[config.mk]
export PLATFORM = sky130hd
export DESIGN_NAME = escr_regs
export DESIGN_NICKNAME = d
export VERILOG_FILES = /design/src/verilog/escr_prio_pick.v /design/src/verilog/escr_regs.v
export VERILOG_INCLUDE_DIRS = /design/src /design/src/verilog
export SDC_FILE = /design/constraint.sdc
export NUM_CORES = 1
export LEC_CHECK = 0
export BUFFER_PORTS_ARGS = -buffer_cell sky130_fd_sc_hd__buf_2
export CORE_MARGIN = 2
export CORE_UTILIZATION = 30
export DETAILED_ROUTE_END_ITERATION = 10
export GPL_ROUTABILITY_DRIVEN = 0
export GPL_TIMING_DRIVEN = 0
export HOLD_SLACK_MARGIN = 0.06
export PLACE_DENSITY = 0.5
export SYNTH_ARGS = -nofsm -noshare
export SYNTH_HDL_FRONTEND = slang
export SYNTH_SLANG_ARGS = --single-unit
[constraint.sdc]
create_clock -name aclk -period 61.6 [get_ports aclk]
set_clock_uncertainty 0.1 [all_clocks]
set_input_delay 6.16 -clock aclk [delete_from_list [all_inputs] [get_ports aclk]]
set_output_delay 6.16 -clock aclk [all_outputs]
set_load 0.02 [all_outputs]
[src/verilog/escr_consts.vh]
`ifndef ESCR_CONSTS_VH
`define ESCR_CONSTS_VH

// ----------------------------------------------------------------------
// Register offsets (byte addresses, 12-bit window)
// ----------------------------------------------------------------------
`define ESCR_ADDR_W          12
`define ESCR_OFF_ICS         12'h000
`define ESCR_OFF_VTBO        12'h004
`define ESCR_OFF_AIRC        12'h008

// ----------------------------------------------------------------------
// Interrupt control and state fields
// ----------------------------------------------------------------------
`define ESCR_PEND_HI         20
`define ESCR_PEND_LO         12
`define ESCR_RTB_BIT         11
`define ESCR_ACT_HI          8
`define ESCR_ACT_LO          0

// ----------------------------------------------------------------------
// Vector table offset fields
// ----------------------------------------------------------------------
`define ESCR_TBL_LSB         7
`define ESCR_VTBO_RESET      32'h00000000

// ----------------------------------------------------------------------
// Application interrupt and reset control fields
// ----------------------------------------------------------------------
`define ESCR_KEY_HI          31
`define ESCR_KEY_LO          16
`define ESCR_KEY_WRITE       16'h05FA
`define ESCR_KEY_READ        16'hFA05
`define ESCR_ENDIAN_BIT      15
`define ESCR_ENDIAN_VAL      1'b0
`define ESCR_GRP_HI          10
`define ESCR_GRP_LO          8
`define ESCR_GRP_RESET       3'h0
`define ESCR_SRST_BIT        2

// ----------------------------------------------------------------------
// Exception model sizes
// ----------------------------------------------------------------------
`define ESCR_NUM_EXC         32
`define ESCR_PRIO_W          8

// ----------------------------------------------------------------------
// Bus answers
// ----------------------------------------------------------------------
`define ESCR_RESP_OKAY       2'h0
`define ESCR_RESP_SLVERR     2'h2

`endif

[src/verilog/escr_prio_pick.v]
`timescale 1ns/1ns
`default_nettype none
`include "escr_consts.vh"

module escr_prio_pick
(
  // Exception state
  input  wire [`ESCR_NUM_EXC-1:0]               exc_pending,
  input  wire [`ESCR_NUM_EXC-1:0]               exc_enabled,
  input  wire [`ESCR_NUM_EXC*`ESCR_PRIO_W-1:0]  exc_priority,
  // Masking
  input  wire [`ESCR_PRIO_W-1:0]                base_priority_mask,
  input  wire                                   fault_mask_reg,
  // Result
  output reg  [8:0]                             pick_num
);

  wire [`ESCR_NUM_EXC-1:0] eligible;
  wire [8:0]               rank [0:`ESCR_NUM_EXC-1];

  // ----------------------------------------------------------------------
  // Per-exception eligibility and sort key
  // ----------------------------------------------------------------------
  // Numbers 1..3 carry fixed ranks below every programmable priority
  genvar gi;
  generate
    for (gi = 0; gi < `ESCR_NUM_EXC; gi = gi + 1)
    begin : g_exc
      wire [`ESCR_PRIO_W-1:0] pr = exc_priority[gi*`ESCR_PRIO_W +: `ESCR_PRIO_W];
      wire                    fixed = (gi >= 1) && (gi <= 3);
      wire                    bp_mask = (base_priority_mask != 8'h00) && !fixed &&
                                        (pr >= base_priority_mask);  // RULE2
      wire                    fm_mask = fault_mask_reg && (gi >= 3);   // RULE2
      assign eligible[gi] = (gi != 0) && exc_pending[gi] && exc_enabled[gi] &&
                            !bp_mask && !fm_mask;                      // RULE1
      assign rank[gi] = !fixed ? {1'b1, pr} :
                        (gi == 1) ? 9'h000 : (gi == 2) ? 9'h001 : 9'h002;
    end
  endgenerate

  // ----------------------------------------------------------------------
  // Lowest key wins, ties go to the lower number; zero when none
  // ----------------------------------------------------------------------
  integer    i;
  reg  [8:0] best;
  always @*
  begin
    best     = 9'h1FF;
    pick_num = 9'h000;
    for (i = 0; i < `ESCR_NUM_EXC; i = i + 1)
    begin
      if (eligible[i] && ((pick_num == 9'h000) || (rank[i] < best)))
      begin
        best     = rank[i];
        pick_num = i[8:0];                                             // RULE1
      end
    end
  end

endmodule // escr_prio_pick
`default_nettype wire

[src/verilog/escr_regs.v]
// The register offsets and the AXI4-Lite interface to the registers were decided locally.
`timescale 1ns/1ns
`default_nettype none
`include "escr_consts.vh"

// Behaviour
// RULE1 - Bits 20:12 give highest-priority pending enabled exception, zero if none.
// RULE2 - Pending choice honours base priority and fault mask, ignores priority mask.
// RULE3 - Bit 11 low while preempted actives remain, high otherwise.
// RULE4 - Bits 8:0 give active exception number, zero in thread mode.
// RULE5 - Active field always equals low nine bits of program status word.
// RULE6 - Software never sets pend-set and pend-clear together for one exception.
// RULE7 - Table offset register holds offset in 31:7; 6:0 reserved.
// RULE8 - Lowest implemented offset bit is fixed; bits below it not writable.
// RULE9 - Software aligns table offset to 32 words or next power of two.
// RULE10 - Table offset bits 6:0 always read zero.
// RULE11 - Reset control writes without key 0x5FA are discarded.
// RULE12 - Reset control bit 15 reads fixed byte order, zero little-endian.
// RULE13 - Keyed write of one to bit 2 raises system reset request; reads zero.
// RULE14 - Reserved bits read zero and ignore writes.
// RULE15 - Status fields follow exception state within one clock.
module escr_regs
(
  // Clock and reset
  input  wire                                   aclk,
  input  wire                                   aresetn,
  // AXI4-Lite write address
  input  wire [`ESCR_ADDR_W-1:0]                s_axi_awaddr,
  input  wire [2:0]                             s_axi_awprot,
  input  wire                                   s_axi_awvalid,
  output wire                                   s_axi_awready,
  // AXI4-Lite write data
  input  wire [31:0]                            s_axi_wdata,
  input  wire [3:0]                             s_axi_wstrb,
  input  wire                                   s_axi_wvalid,
  output wire                                   s_axi_wready,
  // AXI4-Lite write response
  output reg  [1:0]                             s_axi_bresp,
  output reg                                    s_axi_bvalid,
  input  wire                                   s_axi_bready,
  // AXI4-Lite read address
  input  wire [`ESCR_ADDR_W-1:0]                s_axi_araddr,
  input  wire [2:0]                             s_axi_arprot,
  input  wire                                   s_axi_arvalid,
  output wire                                   s_axi_arready,
  // AXI4-Lite read data
  output reg  [31:0]                            s_axi_rdata,
  output reg  [1:0]                             s_axi_rresp,
  output reg                                    s_axi_rvalid,
  input  wire                                   s_axi_rready,
  // Exception state from the core
  input  wire [`ESCR_NUM_EXC-1:0]               exc_pending,
  input  wire [`ESCR_NUM_EXC-1:0]               exc_enabled,
  input  wire [`ESCR_NUM_EXC-1:0]               exc_active,
  input  wire [`ESCR_NUM_EXC*`ESCR_PRIO_W-1:0]  exc_priority,
  input  wire [8:0]                             interrupt_program_status_word,
  // Masking registers from the core
  input  wire [`ESCR_PRIO_W-1:0]                base_priority_mask,
  input  wire                                   fault_mask_reg,
  input  wire                                   priority_mask_reg,
  // Outputs to the core and system
  output wire [31:0]                            vector_table_base,
  output wire [2:0]                             priority_group,
  output reg                                    system_reset_request
);

  // ----------------------------------------------------------------------
  // Address decode
  // ----------------------------------------------------------------------
  localparam [1:0] SEL_ICS  = 2'h0;
  localparam [1:0] SEL_VTBO = 2'h1;
  localparam [1:0] SEL_AIRC = 2'h2;
  localparam [1:0] SEL_NONE = 2'h3;

  // Shared by the read and the write path
  function [1:0] reg_sel;
    input [`ESCR_ADDR_W-1:0] addr;
    begin
      case (addr)
        `ESCR_OFF_ICS:  reg_sel = SEL_ICS;
        `ESCR_OFF_VTBO: reg_sel = SEL_VTBO;
        `ESCR_OFF_AIRC: reg_sel = SEL_AIRC;
        default:        reg_sel = SEL_NONE;
      endcase
    end
  endfunction

  // ----------------------------------------------------------------------
  // Stored registers
  // ----------------------------------------------------------------------
  reg  [31:0] vtbo_q;
  reg  [31:0] vtbo_d;
  reg  [2:0]  grp_q;
  reg  [2:0]  grp_d;
  reg         srst_d;

  // Writable mask of the table offset: bits below the fixed LSB stay zero
  localparam [31:0] VTBO_WMASK = 32'hFFFFFFFF << `ESCR_TBL_LSB;          // RULE8

  assign vector_table_base = vtbo_q;
  assign priority_group    = grp_q;

  // ----------------------------------------------------------------------
  // Status capture
  // ----------------------------------------------------------------------
  wire [8:0] pick_num;
  reg  [8:0] pend_num_q;
  reg        rtb_q;
  reg        rtb_d;

  escr_prio_pick u_pick
  (
    .exc_pending        (exc_pending),
    .exc_enabled        (exc_enabled),
    .exc_priority       (exc_priority),
    .base_priority_mask (base_priority_mask),
    .fault_mask_reg     (fault_mask_reg),
    .pick_num           (pick_num)
  );

  // Priority mask is deliberately left out of the pending choice
  wire unused_prio_mask = priority_mask_reg;                              // RULE2

  // More than one active means a preempted handler waits below the current one
  integer    k;
  reg  [5:0] act_cnt;
  always @*
  begin
    act_cnt = 6'h00;
    for (k = 0; k < `ESCR_NUM_EXC; k = k + 1)
    begin
      act_cnt = act_cnt + {5'h00, exc_active[k]};
    end
    rtb_d = (act_cnt <= 6'h01);                                           // RULE3
  end

  // One clock of latency keeps the decode off the bus read path
  always @(posedge aclk)
  begin
    if (!aresetn)
    begin
      pend_num_q <= 9'h000;
      rtb_q      <= 1'b1;
    end
    else
    begin
      pend_num_q <= pick_num;                                             // RULE15
      rtb_q      <= rtb_d;                                                // RULE15
    end
  end

  // ----------------------------------------------------------------------
  // Write channel: address and data taken in either order
  // ----------------------------------------------------------------------
  reg  [`ESCR_ADDR_W-1:0] aw_addr_q;
  reg                     aw_held_q;
  reg  [31:0]             w_data_q;
  reg  [3:0]              w_strb_q;
  reg                     w_held_q;

  assign s_axi_awready = !aw_held_q && !s_axi_bvalid;
  assign s_axi_wready  = !w_held_q && !s_axi_bvalid;

  wire                    aw_fire = s_axi_awvalid && s_axi_awready;
  wire                    w_fire  = s_axi_wvalid && s_axi_wready;
  wire                    aw_have = aw_held_q || aw_fire;
  wire                    w_have  = w_held_q || w_fire;
  wire                    wr_go   = aw_have && w_have;
  wire [`ESCR_ADDR_W-1:0] wr_addr = aw_held_q ? aw_addr_q : s_axi_awaddr;
  wire [31:0]             wr_data = w_held_q ? w_data_q : s_axi_wdata;
  wire [3:0]              wr_strb = w_held_q ? w_strb_q : s_axi_wstrb;
  wire [1:0]              wr_sel  = reg_sel(wr_addr);

  // Byte lanes expanded to a bit mask
  wire [31:0] lane_mask = {{8{wr_strb[3]}}, {8{wr_strb[2]}},
                           {8{wr_strb[1]}}, {8{wr_strb[0]}}};

  // Key must arrive whole in the upper lanes or the write is dropped
  wire key_ok = (wr_strb[3:2] == 2'h3) &&
                (wr_data[`ESCR_KEY_HI:`ESCR_KEY_LO] == `ESCR_KEY_WRITE);  // RULE11

  // Next values of the stored fields
  always @*
  begin
    vtbo_d = vtbo_q;
    grp_d  = grp_q;
    srst_d = system_reset_request;
    if (wr_go)
    begin
      case (wr_sel)
        SEL_VTBO:
        begin
          // Reserved low bits and bits under the LSB never take a value
          vtbo_d = (vtbo_q & ~(lane_mask & VTBO_WMASK)) |
                   (wr_data & lane_mask & VTBO_WMASK);                    // RULE7 RULE10
        end
        SEL_AIRC:
        begin
          if (key_ok && wr_strb[1])                                       // RULE11
          begin
            grp_d = wr_data[`ESCR_GRP_HI:`ESCR_GRP_LO];
          end
          if (key_ok && wr_strb[0] && wr_data[`ESCR_SRST_BIT])            // RULE11
          begin
            srst_d = 1'b1;                                                // RULE13
          end
        end
        default:
        begin
          // Control and state register and unmapped words: nothing stored
          vtbo_d = vtbo_q;                                                // RULE14
        end
      endcase
    end
  end

  // Write side registers; the reset request holds until system reset
  always @(posedge aclk)
  begin
    if (!aresetn)
    begin
      aw_addr_q            <= {`ESCR_ADDR_W{1'b0}};
      aw_held_q            <= 1'b0;
      w_data_q             <= 32'h00000000;
      w_strb_q             <= 4'h0;
      w_held_q             <= 1'b0;
      s_axi_bvalid         <= 1'b0;
      s_axi_bresp          <= `ESCR_RESP_OKAY;
      vtbo_q               <= `ESCR_VTBO_RESET;
      grp_q                <= `ESCR_GRP_RESET;
      system_reset_request <= 1'b0;
    end
    else
    begin
      vtbo_q               <= vtbo_d;
      grp_q                <= grp_d;
      system_reset_request <= srst_d;
      if (aw_fire && !wr_go)
      begin
        aw_addr_q <= s_axi_awaddr;
        aw_held_q <= 1'b1;
      end
      else if (wr_go)
      begin
        aw_held_q <= 1'b0;
      end
      if (w_fire && !wr_go)
      begin
        w_data_q <= s_axi_wdata;
        w_strb_q <= s_axi_wstrb;
        w_held_q <= 1'b1;
      end
      else if (wr_go)
      begin
        w_held_q <= 1'b0;
      end
      if (wr_go)
      begin
        s_axi_bvalid <= 1'b1;
        s_axi_bresp  <= (wr_sel == SEL_NONE) ? `ESCR_RESP_SLVERR : `ESCR_RESP_OKAY;
      end
      else if (s_axi_bready)
      begin
        s_axi_bvalid <= 1'b0;
      end
    end
  end

  // ----------------------------------------------------------------------
  // Read channel
  // ----------------------------------------------------------------------
  assign s_axi_arready = !s_axi_rvalid;

  wire       ar_fire = s_axi_arvalid && s_axi_arready;
  wire [1:0] rd_sel  = reg_sel(s_axi_araddr);

  // Read views; reserved and write-only bits come back zero
  reg  [31:0] rd_word;
  always @*
  begin
    rd_word = 32'h00000000;                                               // RULE14
    case (rd_sel)
      SEL_ICS:
      begin
        rd_word[`ESCR_PEND_HI:`ESCR_PEND_LO] = pend_num_q;                // RULE1
        rd_word[`ESCR_RTB_BIT]               = rtb_q;                     // RULE3
        // Taken straight from the status word so both views always agree
        rd_word[`ESCR_ACT_HI:`ESCR_ACT_LO]   = interrupt_program_status_word; // RULE4 RULE5
      end
      SEL_VTBO:
      begin
        rd_word = vtbo_q & VTBO_WMASK;                                    // RULE10
      end
      SEL_AIRC:
      begin
        rd_word[`ESCR_KEY_HI:`ESCR_KEY_LO] = `ESCR_KEY_READ;
        rd_word[`ESCR_ENDIAN_BIT]          = `ESCR_ENDIAN_VAL;            // RULE12
        rd_word[`ESCR_GRP_HI:`ESCR_GRP_LO] = grp_q;
        rd_word[`ESCR_SRST_BIT]            = 1'b0;                        // RULE13
      end
      default:
      begin
        rd_word = 32'h00000000;
      end
    endcase
  end

  // Data is sampled at the address handshake and held until taken
  always @(posedge aclk)
  begin
    if (!aresetn)
    begin
      s_axi_rvalid <= 1'b0;
      s_axi_rdata  <= 32'h00000000;
      s_axi_rresp  <= `ESCR_RESP_OKAY;
    end
    else if (ar_fire)
    begin
      s_axi_rvalid <= 1'b1;
      s_axi_rdata  <= rd_word;
      s_axi_rresp  <= (rd_sel == SEL_NONE) ? `ESCR_RESP_SLVERR : `ESCR_RESP_OKAY;
    end
    else if (s_axi_rready)
    begin
      s_axi_rvalid <= 1'b0;
    end
  end

  // Protection bits carry no meaning for this block
  wire unused_prot = ^{s_axi_awprot, s_axi_arprot, unused_prio_mask};

endmodule // escr_regs
`default_nettype wire

==> results.ini, run 1 <==
[outcome]
status=finished clean

[floorplanning]
dieHeight_um=272.8
rows=98
initial_core_util=0.3033
die_w_um=272.8
core_um2=71490
ios=521
design.die.area_um2=74430

[placed_design]
portBuffers=464
pre_cts_ws_ns=-11.58
place_area_um2=25370
dp_hpwl_um=73860

[synthesis]
ys_seq_area_frac=0.1062
synth_top_cell_by_area=ha_1
async_reset_ff_frac=0
synth_cells=2965
synth_area_leaders=ha_1 (22%), dfxtp_1 (11%), a21oi_1 (6.9%), nand2_1 (5.5%), nor2_1 (5.0%)
postSynthAreaPerCell_um2=7.311
yosys.cell_types.count=135
synth_edf_count=0
yosys.area.top_type_share=0.2153
ys_ff_latch=115
syn_area_um2=21680
yosys_warnings=0
synth_flop_cell=dfxtp_1

[finish]
drive_gt1_frac=0.3094
syn_to_final_growth_pct=36.33
finish.instance_area_um2=29550
final_nets=4510
nFillCells=7452

[setup_path]
max_stage_delay_ns=0.57
end_kind=flip-flop
r2r_start=aw_held_q$_SDFFE_PN0P_
worstPathArrival_ns=59.85
reg2reg_depth=9
r2r_slack_ns=57.97
critical_path.startpoint_type=primary input
path_class=primary input to flip-flop
cp_max_fo=15
required_ns=61.83
critPathMostFrequentCell=buf_4
cp_slowest_cell=or4_4

[clock_network]
htreeDepth=4
path_clk_slew_ns=0.06
cts_made_buffers=17
cts.root.buffer_cell=clkbuf_16
cts_tree=built
clk_path_buf_depth=2
cts.sinks=115
clkLatencyLatePin_ns=0.42
hold_buffers=0

[pwr]
p_leak_nw=13.72
ir_drop_mv=0.01709
power_density_nw_per_um2=21.11

[detailed_routing]
vias=24760
post_drt_via_cell_ratio=5.330
drt-wirelength-per-cell_um=20.01
drt-pass1-iter-count=8
drtIter0Drc=1573
antenna_left=0
wl_um=92940
drc=0

[hold_path]
min_to=s_axi_rdata[0]$_SDFFE_PN0P_
min_path_type=flip-flop to flip-flop
min_from=s_axi_rdata[0]$_SDFFE_PN0P_
hold_depth=2

[timing]
timing.final.ws_setup_ns=1.977
fin_setup_tns_ns=0
max-slew-margin-rel=0.1069
max_freq_mhz=16.77
fin_crit_ns=59.62
worstMarginPinSlew_ns=1.327
hold_viol=0
finalMaxSlewViolations=0
period_share=0.9679
finalSetupViolCount=0

[global_routing]
grt_pass1_wl_um=134900
grt_max_degree=20
antenna_found_initial=32
grt_usage=0.2315
grt_pass1_vias=22780
overflow=0

[job]
drv_cap=0

[report_power, final]
part / switching, mW / internal [mW] / leakage (nW) / total, mW
logic: 0.250 / 0.193 / 12.5 / 0.443
registers: 0.00198 / 0.0781 / 0.933 / 0.0801
clock network: 0.0366 / 0.0642 / 0.276 / 0.101
[synth_stat cells, types with 12 or more instances]
cell type,number
xnor2_1,14
a21o_1,59
nor2b_1,56
dfxtp_1,115
inv_1,222
nand4_1,27
a211oi_1,35
o21ai_1,19
a22oi_1,17
and2_1,26
fa_1,24
clkbuf_1,45
a21oi_1,301
a2111oi_0,13
a31oi_1,23
o21a_1,13
mux2i_1,71
buf_6,17
o211ai_1,17
nand2_1,318
o21ai_0,187
and3_1,34
nor3b_1,12
mux2_2,31
nor4_1,18
or3_1,15
ha_1,373
nand3_1,68
buf_4,30
nor2_1,290
nand2b_1,91
a211o_1,14
nor3_1,53
[critical path: cells and delay by family]
family,cells,cell delay (ns)
multiplexers,9,2.27
adder cells (fa/ha/maj),27,6.99
AO/OA/AOI/OAI,125,23.07
AND/OR/NAND/NOR,89,12.99
buffers and inverters,73,8.28
[logic make-up after synthesis]
family	count (synthesis)	share of synthesized area
flops	115	0.1062
other cells	1	0.0001730
xor+xnor	20	0.008427
compound gates	902	0.2768
fa+ha+maj	403	0.2404
mux	111	0.05535
buf+inv	332	0.06955
simple gates	1081	0.2432
[per-stage QoR]
step | power [mW] | util | hold WS (ns) | cells
after floorplan | 0.3410 | - | 0.3303 | 2973
after global routing | 0.6847 | 0.4131 | 0.3618 | 4637
after CTS | 0.5688 | 0.3801 | 0.3483 | 4490
final | 0.6238 | 0.4134 | 0.3482 | 4645
after global placement | 0.4414 | 0.3528 | 0.3376 | 4387
after detailed placement | 0.4432 | 0.3549 | 0.3409 | 4394
[layout by cell type, fill, tap and decap left out, types with 23 or more instances in the layout]
cell type	netlist	routed
nor2b_1	56	55
nand3_1	68	66
dfxtp_1	115	115
nand4_1	27	27
o21ai_2	3	26
mux2i_1	71	59
a211oi_1	35	24
nand2b_1	91	90
nand2_1	318	302
buf_2	5	469
inv_1	222	201
a21oi_1	301	272
mux2_2	31	25
buf_4	30	221
nor3_1	53	44
buf_6	17	23
o21ai_1	19	31
a21o_1	59	59
nor2_1	290	278
ha_4	0	27
fa_1	24	24
a21oi_2	5	33
o21ai_0	187	142
ha_1	373	342
clkbuf_1	45	37
[routing by layer]
metal / share of wire / routed length [µm] / track usage
met1: 0.45 / 41690 / 0.3113
met2: 0.46 / 43070 / 0.3875
met3: 0.064 / 5926 / 0.03857
met4: 0.022 / 2039 / 0.04728
met5: 0.0022 / 209 / 0
[area by class of cell]
type / instances / area [µm²] / share of cell area
inverters: 224 / 878.3 / 0.02972
clock buffers: 18 / 439.2 / 0.01486
diodes: 14 / 35.03 / 0.001185
multi-input cells: 2528 / 19600 / 0.6633
clock inverters: 13 / 158.9 / 0.005377
well taps: 950 / 1189 / 0.04022
repair buffers: 678 / 4146 / 0.1403
plain buffers: 105 / 800.8 / 0.02710
flip-flops and latches: 115 / 2302 / 0.07790
[how the worst max path moves through the flow]
stage                     slack, ns                  endpoint  cells after the start                   from
after CTS                     0.002  pend_num_q[4]$_SDFF_PN0_                    306  base_priority_mask[1]
after floorplan                0.28  pend_num_q[2]$_SDFF_PN0_                    296  base_priority_mask[1]
after detailed placement     -11.58  pend_num_q[4]$_SDFF_PN0_                    294  base_priority_mask[0]
after global placement       -12.36  pend_num_q[4]$_SDFF_PN0_                    296  base_priority_mask[2]
after global routing          -0.62  pend_num_q[4]$_SDFF_PN0_                    321  base_priority_mask[1]
final                          1.98  pend_num_q[4]$_SDFF_PN0_                    323  base_priority_mask[1]
[what timing repair did]
| action | 4_1_cts | 5_1_grt |
|---|---|---|
| setup buffers | 64 | 132 |
| gates resized for setup | 188 | 263 |
| pin swaps | 32 | 129 |
| endpoints found under the setup margin | 5 | 5 |
| cloned | 2 | 11 |
(Power assumes the default switching activity.)
==> run 2: changes to the inputs <==
ABC_AREA = 1   (was not set)
==> results.ini, run 2 <==
[setup_path]
critical_path.startpoint_type=primary input  ; unchanged
max_stage_delay_ns=0.77  ; was 0.57 ns
r2r_slack_ns=58.43  ; was 57.97 ns
cp_max_fo=29  ; was 15
path_delay_family=compound AO/OA/AOI/OAI gates  ; unchanged
required_ns=61.84  ; was 61.83 ns
crit_buf_inv=31  ; was 73
r2r_start=aw_held_q$_SDFFE_PN0P_  ; unchanged
worstPathArrival_ns=49.91  ; was 59.85 ns
cp_slowest_cell=inv_2  ; was or4_4
path_class=primary input to flip-flop  ; unchanged
critPathMostFrequentCell=nand2_4  ; was buf_4
reg2reg_depth=11  ; was 9
end_kind=flip-flop  ; unchanged

[placed_design]
portBuffers=462  ; was 464
pre_cts_ws_ns=11.44  ; was -11.58 ns
dp_hpwl_um=64610  ; was 73860 µm

[clock_network]
cts.root.buffer_cell=clkbuf_16  ; unchanged
path_clk_slew_ns=0.05  ; was 0.06 ns
cts_made_buffers=17  ; unchanged
clkLatencyLatePin_ns=0.42  ; about the same
postCtsResizedCells=0  ; was 188
cts_tree=built  ; unchanged
hold_buffers=0  ; unchanged
clk_path_buf_depth=2  ; unchanged
cts_setup_buffers=0  ; was 64
htreeDepth=4  ; unchanged
cts.sinks=115  ; unchanged

[finish]
multiInputGateArea_um2=16160  ; was 19600 µm²
syn_to_final_growth_pct=20.08  ; was 36.33%
layout_commonest_cell=nand2_1  ; was buf_2
drive_gt1_frac=0.2358  ; was 0.3094
seqCellArea_um2=2302  ; unchanged
mostFrequentLayoutCells=nand2_1 (642), buf_2 (464), inv_1 (386), ha_1 (373), nand3_1 (277)  ; was buf_2 (469), ha_1 (342), nand2_1 (302), nor2_1 (278), a21oi_1 (272)
utilization=0.3632  ; was 0.4134
final_nets=4518  ; was 4510
nFillCells=7686  ; was 7452

[timing]
worstMarginPinSlew_ns=1.145  ; was 1.327 ns
whs_ns=0.3601  ; was 0.3482 ns
finalSetupViolCount=0  ; unchanged
period_share=0.8062  ; was 0.9679
finalMaxSlewViolations=0  ; unchanged
timing.final.ws_setup_ns=11.94  ; was 1.977 ns
hold_viol=0  ; unchanged
max_freq_mhz=20.14  ; was 16.77 MHz
max-slew-margin-rel=0.2365  ; was 0.1069
fin_crit_ns=49.66  ; was 59.62 ns
fin_setup_tns_ns=0  ; unchanged
rsz0062_at_grt=no

[synthesis]
synth.most_common_cell=nand2_1  ; was ha_1
ys_ff_latch=115  ; unchanged
yosys.cell_types.count=67  ; was 135
synth_flop_cell=dfxtp_1  ; unchanged
ys_seq_area_frac=0.1112  ; was 0.1062
yosys.area.top_type_share=0.2253  ; was 0.2153
synth_top_cell_by_area=ha_1  ; unchanged
synth.top_cells.by_count=nand2_1 (642), inv_1 (389), ha_1 (373)  ; was ha_1 (373), nand2_1 (318), a21oi_1 (301)
synth_cells=3185  ; was 2965
synth_edf_count=0  ; unchanged
yosys_warnings=0  ; unchanged
syn_area_um2=20710  ; was 21680 µm²
postSynthAreaPerCell_um2=6.503  ; was 7.311 µm²
async_reset_ff_frac=0  ; unchanged
synth_area_leaders=ha_1 (23%), nand2_1 (12%), dfxtp_1 (11%), inv_1 (7.1%), nand3_1 (6.7%)  ; was ha_1 (22%), dfxtp_1 (11%), a21oi_1 (6.9%), nand2_1 (5.5%), nor2_1 (5.0%)

[global_routing]
grt_usage=0.2118  ; was 0.2315
grt_pass1_wl_um=116500  ; was 134900 µm
overflow=0  ; unchanged
antenna_found_initial=29  ; was 32
grt_max_degree=30  ; was 20
grt_pass1_vias=20430  ; was 22.78k

[pwr]
ir_drop_mv=0.01887  ; was 0.01709 mV
p_total_uw=537.2  ; was 623.8 µW
power_density_nw_per_um2=21.60  ; was 21.11 nW/µm²
p_leak_nw=13.76  ; was 13.72 nW

[detailed_routing]
drc=0  ; unchanged
drt-wirelength-per-cell_um=16.88  ; was 20.01 µm
post_drt_via_cell_ratio=4.773  ; was 5.330
wl_um=77380  ; was 92940 µm
antenna_left=0  ; unchanged
drtIter0Drc=1005  ; was 1573
drt-pass1-iter-count=8  ; unchanged
vias=21870  ; was 24.76k

[floorplanning]
rows=96  ; was 98
core_um2=68470  ; was 71490 µm²
design.die.area_um2=71160  ; was 74430 µm²
die_w_um=266.8  ; was 272.8 µm
ios=521  ; unchanged
initial_core_util=0.3025  ; was 0.3033
dieHeight_um=266.8  ; was 272.8 µm

[hold_path]
hold_depth=2  ; unchanged
min_path_type=flip-flop to flip-flop  ; unchanged

[outcome]
status=finished clean  ; unchanged

[job]
drv_cap=0  ; unchanged

==> run 2: where the power goes <==
group	internal (mW)	total (mW)	switching (mW)
registers	0.0798	0.0821	0.00227
clock network	0.0684	0.105	0.0363
logic	0.134	0.350	0.217
==> run 2: cell families (layout without fill, tap and decap cells) <==
| family | count (synthesis) | in the layout | share of synthesized area |
|---|---|---|---|
| multiplexers | 10 | 10 | 0.004833 |
| flip-flops | 115 | 115 | 0.1112 |
| AND/OR/NAND/NOR | 1515 | 1515 | 0.3474 |
| other | 1 | 20 | 0.0001811 |
| AO/OA/AOI/OAI | 626 | 626 | 0.1777 |
| adder cells (fa/ha/maj) | 397 | 397 | 0.2485 |
| buffers and inverters | 521 | 1018 | 0.1102 |
==> run 2: worst max-delay path by stage <==
| stage | end | slack (ns) | from | cells after the start |
|---|---|---|---|---|
| 6_report | pend_num_q[1]$_SDFF_PN0_ | 11.94 | base_priority_mask[2] | 287 |
| 5_1_grt | pend_num_q[1]$_SDFF_PN0_ | 7.43 | base_priority_mask[2] | 293 |
| 4_1_cts | pend_num_q[4]$_SDFF_PN0_ | 11.75 | base_priority_mask[5] | 289 |
| 3_5_place_dp | pend_num_q[1]$_SDFF_PN0_ | 11.44 | base_priority_mask[5] | 289 |
| 3_3_place_gp | pend_num_q[1]$_SDFF_PN0_ | 10.50 | base_priority_mask[7] | 290 |
| 2_1_floorplan | pend_num_q[1]$_SDFF_PN0_ | 19.41 | base_priority_mask[7] | 294 |
==> run 2: final cells by class <==
type                       instances  area share
timing repair buffer             465     0.09539
antenna                           11    0.001107
tap                              882     0.04438
inverter                         438     0.06742
clock inverter                    14    0.007446
sequential                       115     0.09257
buffer                            83     0.02435
clock buffer                      18     0.01766
multi-input combinational       2557      0.6497
==> run 2: layer usage <==
layer | up-vias | share of wire | GRT usage
met5 | - | 0.0029 | 0
met4 | 34 | 0.015 | 0.03826
met3 | 81 | 0.046 | 0.03294
met2 | 445 | 0.47 | 0.3722
met1 | 9714 | 0.46 | 0.2741
li1 | 11600 | - | -
==> run 2: stage by stage <==
stage | area (µm²) | std cells
after global routing | 24860 | 4580
after CTS | 24840 | 4572
final | 24870 | 4583
after global placement | 24160 | 4537
after floorplan | 20740 | 3193
after detailed placement | 24220 | 4540
==> run 2: worst reg2reg max path, stage by stage, from the launching register on <==
cell	delay, ns
dfxtp_1	0.29
clkbuf_1	0.24
nor2_1	0.19
nand2_1	0.13
o41ai_1	0.41
nand2_1	0.12
nor2_1	0.26
inv_1	0.14
nor2_1	0.44
clkinv_1	0.41
o21ai_0	0.26
a21oi_1	0.05
